### config.mk
export PLATFORM = sky130hd
export DESIGN_NAME = lesa_core
export DESIGN_NICKNAME = d
export VERILOG_FILES = /design/src/rtl/lesa_pkg.sv /design/src/rtl/lesa_core.sv
export SDC_FILE = /design/constraint.sdc
export NUM_CORES = 1
export LEC_CHECK = 0
export BUFFER_PORTS_ARGS = -buffer_cell sky130_fd_sc_hd__buf_2
export CAP_MARGIN = 20
export CELL_PAD_IN_SITES_DETAIL_PLACEMENT = 0
export CELL_PAD_IN_SITES_GLOBAL_PLACEMENT = 1
export CORE_MARGIN = 3
export CORE_UTILIZATION = 40
export CTS_BUF_LIST = sky130_fd_sc_hd__clkbuf_4 sky130_fd_sc_hd__clkbuf_8 sky130_fd_sc_hd__clkbuf_16
export CTS_CLUSTER_SIZE = 30
export DETAILED_ROUTE_END_ITERATION = 6
export HOLD_SLACK_MARGIN = 0.08
export PLACE_DENSITY_LB_ADDON = 0.08
export RECOVER_POWER = 25
export SYNTH_ARGS = -nofsm -noshare
export SYNTH_HDL_FRONTEND = slang
export SYNTH_SLANG_ARGS = --single-unit
### constraint.sdc
create_clock -name pclk -period 2.7 [get_ports pclk]
set_clock_uncertainty 0.2 [all_clocks]
set_input_delay 0.81 -clock pclk [delete_from_list [all_inputs] [get_ports pclk]]
set_output_delay 0.81 -clock pclk [all_outputs]
set_load 0.005 [all_outputs]
### src/rtl/lesa_pkg.sv
// constants and types for the link event status and acknowledge block
//
// How it works
// - link and phy conditions latch into status flags that may raise an interrupt
// - enable register mirrors status layout, each enable bit gates its flag
// - writing one to a set flag clears it, acknowledging the interrupt
// - writing one to a clear flag, or writing zero, changes nothing
// - timer expiry sets bit 20 when countdown reaches zero
// - continuous mode selects one expiry or repeated expiries
// - bus write to reset-start register sets command reset flag, bit 18
// - bus idle for a subaction gap sets bit 17
// - bus idle for an arbitration reset gap sets bit 16
// - bus reset flushes async queues and clears node identity valid
package lesa_pkg;

    ////////////////////////////////////////////////////////////////////////
    // register offsets
    localparam logic [11:0] LESA_CTRL_OFF   = 12'h000;
    localparam logic [11:0] LESA_RELOAD_OFF = 12'h004;
    localparam logic [11:0] LESA_STATUS_OFF = 12'h008;
    localparam logic [11:0] LESA_ENABLE_OFF = 12'h00C;
    localparam logic [11:0] LESA_CLEAR_OFF  = 12'h010;
    localparam logic [11:0] LESA_NODE_OFF   = 12'h014;

    ////////////////////////////////////////////////////////////////////////
    // status bit positions
    localparam int LESA_TIMER_BIT   = 20;
    localparam int LESA_COMMAND_RESET_FLAG_BIT  = 18;
    localparam int LESA_SUBGAP_BIT  = 17;
    localparam int LESA_ARBITRATION_GAP_FLAG_BIT  = 16;
    localparam int LESA_PHYINT_BIT  = 15;
    localparam int LESA_PHYREG_BIT  = 14;
    localparam int LESA_BUSRST_BIT  = 13;
    localparam int LESA_ISOBAD_BIT  = 10;
    localparam int LESA_ASYBAD_BIT  = 9;
    localparam int LESA_BUSYACK_BIT = 8;
    localparam int LESA_HDRERR_BIT  = 7;

    // control bit positions
    localparam int LESA_RUN_BIT  = 0;
    localparam int LESA_CONT_BIT = 1;

    ////////////////////////////////////////////////////////////////////////
    // reset values and widths
    localparam logic [31:0] LESA_STATUS_RST = 32'h00000000;
    localparam logic [31:0] LESA_ENABLE_RST = 32'h00000000;
    localparam logic [31:0] LESA_STATUS_MASK = 32'h0017E780;
    localparam int          LESA_TIMER_W    = 24;
    localparam logic [23:0] LESA_RELOAD_RST = 24'h000000;

    ////////////////////////////////////////////////////////////////////////
    // timing: clock and idle gap durations
    localparam int LESA_CLK_MHZ     = 250;
    localparam int LESA_SUBGAP_NS   = 10000;
    localparam int LESA_ARBITRATION_GAP_FLAG_NS   = 20000;
    localparam int LESA_SUBGAP_CYC  = (LESA_SUBGAP_NS * LESA_CLK_MHZ + 999) / 1000;
    localparam int LESA_ARBITRATION_GAP_FLAG_CYC  = (LESA_ARBITRATION_GAP_FLAG_NS * LESA_CLK_MHZ + 999) / 1000;

    ////////////////////////////////////////////////////////////////////////
    // event pulses from the link and phy logic
    typedef struct packed {
        logic phy_int;
        logic phy_reg_rx;
        logic bus_reset;
        logic iso_stuck;
        logic async_stuck;
        logic busy_ack_sent;
        logic header_err;
        logic reset_start_write;
    } lesa_event_type;

endpackage

### src/rtl/lesa_core.sv
// link event status, acknowledge and interrupt block with apb register slave
//
// Added by the designer: the APB register port.
`timescale 1ns/10ps
module lesa_core
    import lesa_pkg::*;
#(
    parameter int SUBGAP_CYC = LESA_SUBGAP_CYC,
    parameter int ARBITRATION_GAP_FLAG_CYC = LESA_ARBITRATION_GAP_FLAG_CYC,
    parameter int TIMER_W    = LESA_TIMER_W
) (
    // clock and reset
    input  wire logic           pclk,
    input  wire logic           presetn,

    // apb slave
    input  wire logic           psel,
    input  wire logic           penable,
    input  wire logic           pwrite,
    input  wire logic [11:0]    paddr,
    input  wire logic [31:0]    pwdata,
    output logic      [31:0]    prdata,
    output logic                pready,
    output logic                pslverr,

    // link side events and levels
    input  wire lesa_event_type link_events,
    input  wire logic           bus_idle,
    input  wire logic           self_id_done,

    // outputs to link logic and host
    output logic                flush_async_queues,
    output logic                node_id_valid,
    output logic                irq
);

    ////////////////////////////////////////////////////////////////////////
    // declarations
    logic [31:0]        status_ff;
    logic [31:0]        nxt_status;
    logic [31:0]        link_event_enable_ff;
    logic               timer_run_ff;
    logic               timer_continuous_mode_ff;
    logic [TIMER_W-1:0] reload_ff;
    logic [TIMER_W-1:0] count_ff;
    logic               timer_expired;
    logic [15:0]        idle_cnt_ff;
    logic               subaction_gap_flag_hit;
    logic               arbitration_gap_flag_hit;
    logic [31:0]        set_vec;
    logic [31:0]        clr_vec;
    logic               access;
    logic               wr_en;
    logic               known_addr;
    logic [31:0]        rd_value;
    logic [31:0]        prdata_ff;
    logic               pready_ff;
    logic               pslverr_ff;
    logic               flush_ff;
    logic               node_valid_ff;
    logic               irq_ff;

    ////////////////////////////////////////////////////////////////////////
    // helpers
    function automatic logic hit(input logic [11:0] addr, input logic [11:0] off);
        hit = (addr[11:2] == off[11:2]);
    endfunction

    function automatic logic [15:0] to16(input int value);
        to16 = value[15:0];
    endfunction

    ////////////////////////////////////////////////////////////////////////
    // apb access decode
    assign access = psel & penable & pready_ff;
    assign wr_en  = access & pwrite;

    // address map check
    always_comb begin
        known_addr = 1'b0;
        if (hit(paddr, LESA_CTRL_OFF) || hit(paddr, LESA_RELOAD_OFF) ||
            hit(paddr, LESA_STATUS_OFF) || hit(paddr, LESA_ENABLE_OFF) ||
            hit(paddr, LESA_CLEAR_OFF) || hit(paddr, LESA_NODE_OFF)) begin
            known_addr = 1'b1;
        end
    end

    // read mux
    always_comb begin
        rd_value = 32'h00000000;
        if (hit(paddr, LESA_CTRL_OFF)) begin
            rd_value[LESA_RUN_BIT]  = timer_run_ff;
            rd_value[LESA_CONT_BIT] = timer_continuous_mode_ff;
        end else if (hit(paddr, LESA_RELOAD_OFF)) begin
            rd_value[TIMER_W-1:0] = count_ff;
        end else if (hit(paddr, LESA_STATUS_OFF)) begin
            rd_value = status_ff;
        end else if (hit(paddr, LESA_ENABLE_OFF)) begin
            rd_value = link_event_enable_ff;
        end else if (hit(paddr, LESA_NODE_OFF)) begin
            rd_value[0] = node_valid_ff;
        end
    end

    ////////////////////////////////////////////////////////////////////////
    // apb handshake: one wait state, answer registered
    always_ff @(posedge pclk or negedge presetn) begin
        if (!presetn) begin
            pready_ff  <= 1'b0;
            pslverr_ff <= 1'b0;
            prdata_ff  <= 32'h00000000;
        end else begin
            pready_ff <= psel & penable & ~pready_ff;
            if (psel & penable & ~pready_ff) begin
                pslverr_ff <= ~known_addr;
                prdata_ff  <= pwrite ? 32'h00000000 : rd_value;
            end else begin
                pslverr_ff <= 1'b0;
            end
        end
    end

    ////////////////////////////////////////////////////////////////////////
    // enable register, same layout as status
    always_ff @(posedge pclk or negedge presetn) begin
        if (!presetn) begin
            link_event_enable_ff <= LESA_ENABLE_RST;
        end else if (wr_en && hit(paddr, LESA_ENABLE_OFF)) begin
            link_event_enable_ff <= pwdata & LESA_STATUS_MASK;
        end
    end

    ////////////////////////////////////////////////////////////////////////
    // timer control and reload value
    always_ff @(posedge pclk or negedge presetn) begin
        if (!presetn) begin
            timer_continuous_mode_ff <= 1'b0;
            reload_ff                <= LESA_RELOAD_RST[TIMER_W-1:0];
        end else begin
            if (wr_en && hit(paddr, LESA_CTRL_OFF)) begin
                timer_continuous_mode_ff <= pwdata[LESA_CONT_BIT];
            end
            if (wr_en && hit(paddr, LESA_RELOAD_OFF)) begin
                reload_ff <= pwdata[TIMER_W-1:0];
            end
        end
    end

    // expiry when a running count stands at zero
    assign timer_expired = timer_run_ff & (count_ff == '0);

    // countdown timer, one shot or continuous
    always_ff @(posedge pclk or negedge presetn) begin
        if (!presetn) begin
            timer_run_ff <= 1'b0;
            count_ff     <= '0;
        end else if (wr_en && hit(paddr, LESA_CTRL_OFF)) begin
            timer_run_ff <= pwdata[LESA_RUN_BIT];
            count_ff     <= reload_ff;
        end else if (wr_en && hit(paddr, LESA_RELOAD_OFF)) begin
            count_ff <= pwdata[TIMER_W-1:0];
        end else if (timer_expired) begin
            count_ff     <= reload_ff;
            timer_run_ff <= timer_continuous_mode_ff;
        end else if (timer_run_ff) begin
            count_ff <= count_ff - 1'b1;
        end
    end

    ////////////////////////////////////////////////////////////////////////
    // bus idle counter, saturates past the longer gap
    always_ff @(posedge pclk or negedge presetn) begin
        if (!presetn) begin
            idle_cnt_ff <= 16'h0000;
        end else if (!bus_idle) begin
            idle_cnt_ff <= 16'h0000;
        end else if (idle_cnt_ff != to16(ARBITRATION_GAP_FLAG_CYC)) begin
            idle_cnt_ff <= idle_cnt_ff + 16'h0001;
        end
    end

    // gap events fire once per idle stretch
    assign subaction_gap_flag_hit   = bus_idle & (idle_cnt_ff == to16(SUBGAP_CYC - 1));
    assign arbitration_gap_flag_hit = bus_idle & (idle_cnt_ff == to16(ARBITRATION_GAP_FLAG_CYC - 1));

    ////////////////////////////////////////////////////////////////////////
    // event set vector
    always_comb begin
        set_vec                   = 32'h00000000;
        set_vec[LESA_TIMER_BIT]   = timer_expired;
        set_vec[LESA_COMMAND_RESET_FLAG_BIT]  = link_events.reset_start_write;
        set_vec[LESA_SUBGAP_BIT]  = subaction_gap_flag_hit;
        set_vec[LESA_ARBITRATION_GAP_FLAG_BIT]  = arbitration_gap_flag_hit;
        set_vec[LESA_PHYINT_BIT]  = link_events.phy_int;
        set_vec[LESA_PHYREG_BIT]  = link_events.phy_reg_rx;
        set_vec[LESA_BUSRST_BIT]  = link_events.bus_reset;
        set_vec[LESA_ISOBAD_BIT]  = link_events.iso_stuck;
        set_vec[LESA_ASYBAD_BIT]  = link_events.async_stuck;
        set_vec[LESA_BUSYACK_BIT] = link_events.busy_ack_sent;
        set_vec[LESA_HDRERR_BIT]  = link_events.header_err;
    end

    // clear vector from status or clear register writes
    always_comb begin
        clr_vec = 32'h00000000;
        if (wr_en && (hit(paddr, LESA_STATUS_OFF) || hit(paddr, LESA_CLEAR_OFF))) begin
            clr_vec = pwdata & LESA_STATUS_MASK;
        end
    end

    // ones clear set flags, zeros leave them, new events win
    assign nxt_status = ((status_ff & ~clr_vec) | set_vec) & LESA_STATUS_MASK;

    ////////////////////////////////////////////////////////////////////////
    // sticky status flags
    always_ff @(posedge pclk or negedge presetn) begin
        if (!presetn) begin
            status_ff <= LESA_STATUS_RST;
        end else begin
            status_ff <= nxt_status;
        end
    end

    ////////////////////////////////////////////////////////////////////////
    // bus reset side effects
    always_ff @(posedge pclk or negedge presetn) begin
        if (!presetn) begin
            flush_ff      <= 1'b0;
            node_valid_ff <= 1'b0;
        end else begin
            flush_ff <= link_events.bus_reset;
            if (link_events.bus_reset) begin
                node_valid_ff <= 1'b0;
            end else if (self_id_done) begin
                node_valid_ff <= 1'b1;
            end
        end
    end

    ////////////////////////////////////////////////////////////////////////
    // interrupt output
    always_ff @(posedge pclk or negedge presetn) begin
        if (!presetn) begin
            irq_ff <= 1'b0;
        end else begin
            irq_ff <= |(nxt_status & link_event_enable_ff);
        end
    end

    ////////////////////////////////////////////////////////////////////////
    // output drive
    assign prdata             = prdata_ff;
    assign pready             = pready_ff;
    assign pslverr            = pslverr_ff;
    assign flush_async_queues = flush_ff;
    assign node_id_valid      = node_valid_ff;
    assign irq                = irq_ff;

endmodule

-- Word-level counts from Yosys, hierarchy flattened
Cells that the tools add are included.
- register bits after elaboration: 125
- output and inout bits: 37
- add/sub/neg operators: 2
- equal/unequal tests: 10
- mux-type cells: 23
- bitwise logic cells: 13
- reduce and logical (&&, ||, !) cells: 17
- operator list (kind ; count):
    $mux W24 ; 5
    $and A21 B21 Y21 ; 2
    $mux W21 ; 2
    $mux W16 ; 2
    $mux W32 ; 1
    $reduce_or A32 Y1 ; 1
    $mux W30 ; 1
    $logic_not A24 Y1 ; 1
    $sub A24 B1 Y24 const B ; 1
    $not A21 Y21 ; 1
    $or A21 B21 Y21 ; 1
    $eq A10 B2 Y1 const B ; 2
    $eq A10 B3 Y1 const B ; 2
    $mux W20 ; 1
    $add A16 B1 Y16 const B ; 1
    $eq A16 B12 Y1 const B ; 1
    $eq A16 B13 Y1 const B ; 1
    $ne A16 B13 Y1 const B ; 1
    $eq A10 B1 Y1 const B ; 1
    $logic_not A10 Y1 ; 1
    $mux W1 ; 9
    $mux W8 ; 1
    $and A1 B1 Y1 ; 7
    $logic_or A1 B1 Y1 ; 6
    8 further kinds ; 13

-- Longest topological paths before layout
- depth after elaboration: 10
- depth in mapped cells: 8
- depth with buffers taken out: 8

-- Least setup slack after synthesis
OpenSTA, ideal clock, no wires.
- path type: input port to flip-flop
- start point: in paddr[2]
- end point: reg irq_ff, in the netlist irq
- arrival: 2.453 ns
- setup slack: -0.085 ns
- stages on the path: 8
- path buffers: 2
- path through: buf_6 > or4_4 > nor4_4 > buf_6 > nand2_1 > a21o_1 > a222oi_1 > nand2_1
- longest elaborated chain between the ends: 9
- elaborated cells between the ends (all ways): 10
- RTL lines (item ; RTL line ; text):
    start, declared ; lesa_core.sv:20 ; input wire logic [11:0] paddr,
    $eq A10 B2 Y1 / $eq A10 B3 Y1 (equally long branches) ; lesa_core.sv:66 ; hit = (addr[11:2] == off[11:2]);
    $logic_or A1 B1 Y1 * ; lesa_core.sv:206 ; if (wr_en && (hit(paddr, LESA_STATUS_OFF) || hit(paddr, LESA_CLEAR_OFF))) begin
    $logic_and A1 B1 Y1 * ; lesa_core.sv:206 ;
    $mux W21 * ; lesa_core.sv:206 ;
    $not A21 Y21 * ; lesa_core.sv:212 ; assign nxt_status = ((status_ff & ~clr_vec) | set_vec) & LESA_STATUS_MASK;
    $and A21 B21 Y21 * ; lesa_core.sv:212 ;
    $or A21 B21 Y21 * ; lesa_core.sv:212 ;
    via nxt_status[13] ; lesa_core.sv:40 ; logic [31:0] nxt_status;
    $and A21 B21 Y21 * ; lesa_core.sv:246 ; irq_ff <= |(nxt_status & link_event_enable_ff);
    $reduce_or A32 Y1 * ; lesa_core.sv:246 ;
    end signal, assigned ; lesa_core.sv:246 ;
    end, declared ; lesa_core.sv:61 ; logic irq_ff;
The timed path passes the listed nets; every way through them passes the cells marked *.
A chain may end at the register's enable or synchronous reset.

-- Worst setup path after layout
- start point: in paddr[6]
- end point: reg irq_ff, in the netlist irq
- longest elaborated chain between the ends: 9
- elaborated cells between the ends (all ways): 10
- RTL lines (item ; RTL line):
    $eq A10 B2 Y1 / $eq A10 B3 Y1 (equally long branches) ; lesa_core.sv:66
    $logic_or A1 B1 Y1 * ; lesa_core.sv:206
    $logic_and A1 B1 Y1 * ; lesa_core.sv:206
    $mux W21 * ; lesa_core.sv:206
    $not A21 Y21 * ; lesa_core.sv:212
    $and A21 B21 Y21 * ; lesa_core.sv:212
    $or A21 B21 Y21 * ; lesa_core.sv:212
    $and A21 B21 Y21 * ; lesa_core.sv:246
    $reduce_or A32 Y1 * ; lesa_core.sv:246
Mark *: on every way between the ends. The rest lies on a longest branch, timed or not.

==> reports/results.ini <==
[clocking]
cts.path.max_buffers=2
cts_setup_buffers=0
root_buffer=clkbuf_16
cts.sinks=117
cts_resized=0
postCtsHoldBufs=0
cts_tree=done
htree_levels=4
clk_pin_slew_ns=0.05
insertion_delay_ns=0.41
numCtsBuffers=17

[place]
gp_congestion=0.868
io_buffers=77
dp_hpwl_mm=12.8
dp.cells=922
dpl-instance-area_sq_um=7230

[layout]
final_cell_area_sq_um=7860
n_fill_cell=1361
seq_area_sq_um=2930
final_common_cell=dfrtp_1
nets=820
drive_gt1_frac=0.296
syn_to_final_growth_pct=26.9
n_antenna_cell=0
multi_input_comb_area_sq_um=3040
fin_util=0.529
final_cells=954
final_cell_mix=117 x dfrtp_1, 114 x nand2_1, 75 x buf_2, 63 x buf_4, 26 x nor2_1

[global_route]
grt_antenna_before_repair=0
grt_start_max_net_pins=47
grt-ovfl-total=0
grt_pass1_vias=5362
track_usage=0.219
grt_pass1_wl_mm=28.7

[detailed_routing]
drt.antenna.violating_nets=0
routed_wl_mm=17.8
via_per_inst=5.53
wl_per_cell_microns=18.6
drc=0
drt_iter0_drc=361
vias=5280
top_layer=met4
route.met2.wl_mm=8.55
wl_met1_mm=8.31
met3_length_microns=661
drtPass1Iterations=5

[logic_synthesis]
synth-main-ff-cell=dfrtp_1
synth_area_sq_um=6190
syn_inst=626
post-synth-top-area-cell=dfrtp_1
synth_top_area_frac=0.473
synth_area_leaders=dfrtp_1 47%, nand2_1 6.9%, a22oi_2 3.0%, xnor2_1 2.8%, a21o_1 2.8%
async_flop_share=1.00
ys_seq_elements=117
ys_seq_area_frac=0.473
yosysWarnings=0
synth_area_per_cell_sq_um=9.89
synth_enable_flop_cells=0
synth.distinct_cells=58

[sta]
final_max_slew_viol_count=0
tightest_slew_ns=1.00
finalWorstPathRequiredPeriod_ns=2.60
timing.fmax_mhz=384
fin_crit_sh=0.965
finalHoldViolations=0
rsz0062_at_grt=no
setup_viol=0
slew_headroom=0.332

[critical_path]
rrSetupSlack_ns=0.17
max_stage_delay_ns=0.55
cpMostUsedCell=nand2_1
path_cells=buf_2, or4_4, nor4_4, buf_12, nand2_1, a221oi_1, and3_1, nand2_1
cpLargestDelayFamily=simple AND/OR/NAND/NOR gates
critPathLaunchType=input port
crit_type=in2reg
endpoint_kind=register
cp_num_buf_inv=2
required_ns=2.79
cpMaxStageDelayCell=or4_4
arrival_ns=2.69
cp_max_fo=11

[power_and_ir_drop]
cellPowerDensity_nw_per_um2=640
report.power.total_mw=5.03
leakagePower_nw=3.92
ir_worst_vdd_mv=0.427

[floorplanning]
start_util=0.417
die_h_microns=130
rows=44
num_io_pins=96
die_w_microns=130
core_sq_um=14900
die-area_sq_um=17000

[job]
drv_cap=0

[worst_hold_path]
hold_class=reg2reg

[run_status]
status=finished clean

==> per-layer routing <==
metal / vias to the layer above / GRT usage
met5: - / 0
li1: 2514 / -
met2: 133 / 0.358
met1: 2617 / 0.295
met3: 16 / 0.0447
met4: 0 / 0.0665
==> flip-flops by register name, indices dropped and copies added, names as in the netlist <==
register	cells
flush_async_queues	1
pslverr	1
link_event_enable_ff	11
prdata	24
timer_run_ff	1
node_id_valid	1
status_ff	11
idle_cnt_ff	16
irq	1
reload_ff	24
count_ff	24
pready	1
timer_continuous_mode_ff	1
==> worst reg2reg max path: stages (launching register included) <==
cell,delay (ns)
dfrtp_1,0.44
or4_1,0.59
nor4_2,0.28
nand4_2,0.22
nand3_1,0.34
o2bb2ai_1,0.10
a211o_1,0.24
==> where the power goes <==
group	switching (mW)	internal, mW
Sequential	0.0309	1.78
Combinational	0.425	0.346
Clock	0.789	1.66
Total	1.25	3.79
==> logic make-up after synthesis <==
| group | after synthesis | synth area share |
|---|---|---|
| AO/OA/AOI/OAI | 152 | 0.184 |
| XOR/XNOR | 33 | 0.0467 |
| adder cells (fa/ha/maj) | 4 | 0.00808 |
| buffers and inverters | 50 | 0.0424 |
| flip-flops | 117 | 0.473 |
| multiplexers | 19 | 0.0331 |
| other | 1 | 0.000605 |
| AND/OR/NAND/NOR | 250 | 0.212 |
==> cells in the mapped netlist (all sizes together), types with 2 or more instances <==
cell type	count
nor2	28
nand3	16
nand2	114
a211oi	2
a31oi	7
and2	15
buf	22
inv	8
a21o	23
clkbuf	20
o21ai	46
and4	4
nor4	13
xnor2	20
and3	5
a22o	17
or4	9
nand4	11
mux2	12
nor2b	6
dfrtp	117
a21oi	8
mux2i	7
o221ai	11
nor3	11
or3	6
a22oi	26
ha	4
nand3b	7
xor2	13
a221oi	2
==> path summary, 6_finish.rpt <==
kind / startpoint / cells past startpoint / endpoint
worst max-delay path: paddr[6] / 8 / irq
worst min-delay path: reload_ff[10] / 2 / reload_ff[10]
worst max register to register: count_ff[19] / 6 / count_ff[17]
worst min register to register: reload_ff[10] / 2 / reload_ff[10]
max in group asynchronous: presetn / 2 / count_ff[12]
min in group asynchronous: presetn / 1 / prdata[15]
==> layout make-up <==
type / count / area share
multi-input cells: 466 / 0.387
flip-flops and latches: 117 / 0.373
repair buffers: 147 / 0.125
clock buffers: 23 / 0.0631
well taps: 184 / 0.0293
clock inverters: 9 / 0.0188
inverters: 8 / 0.00382
==> per-stage QoR <==
step,hold WS [ns],worst slack [ns],TNS (ns)
global route,0.288,0.0327,0
floorplan,0.239,-0.0396,-0.0396
CTS,0.171,0.124,0
global placement,0.256,-0.278,-4.65
detailed placement,0.260,-0.292,-4.95
finish,0.275,0.0952,0
(Power assumes the default switching activity.)
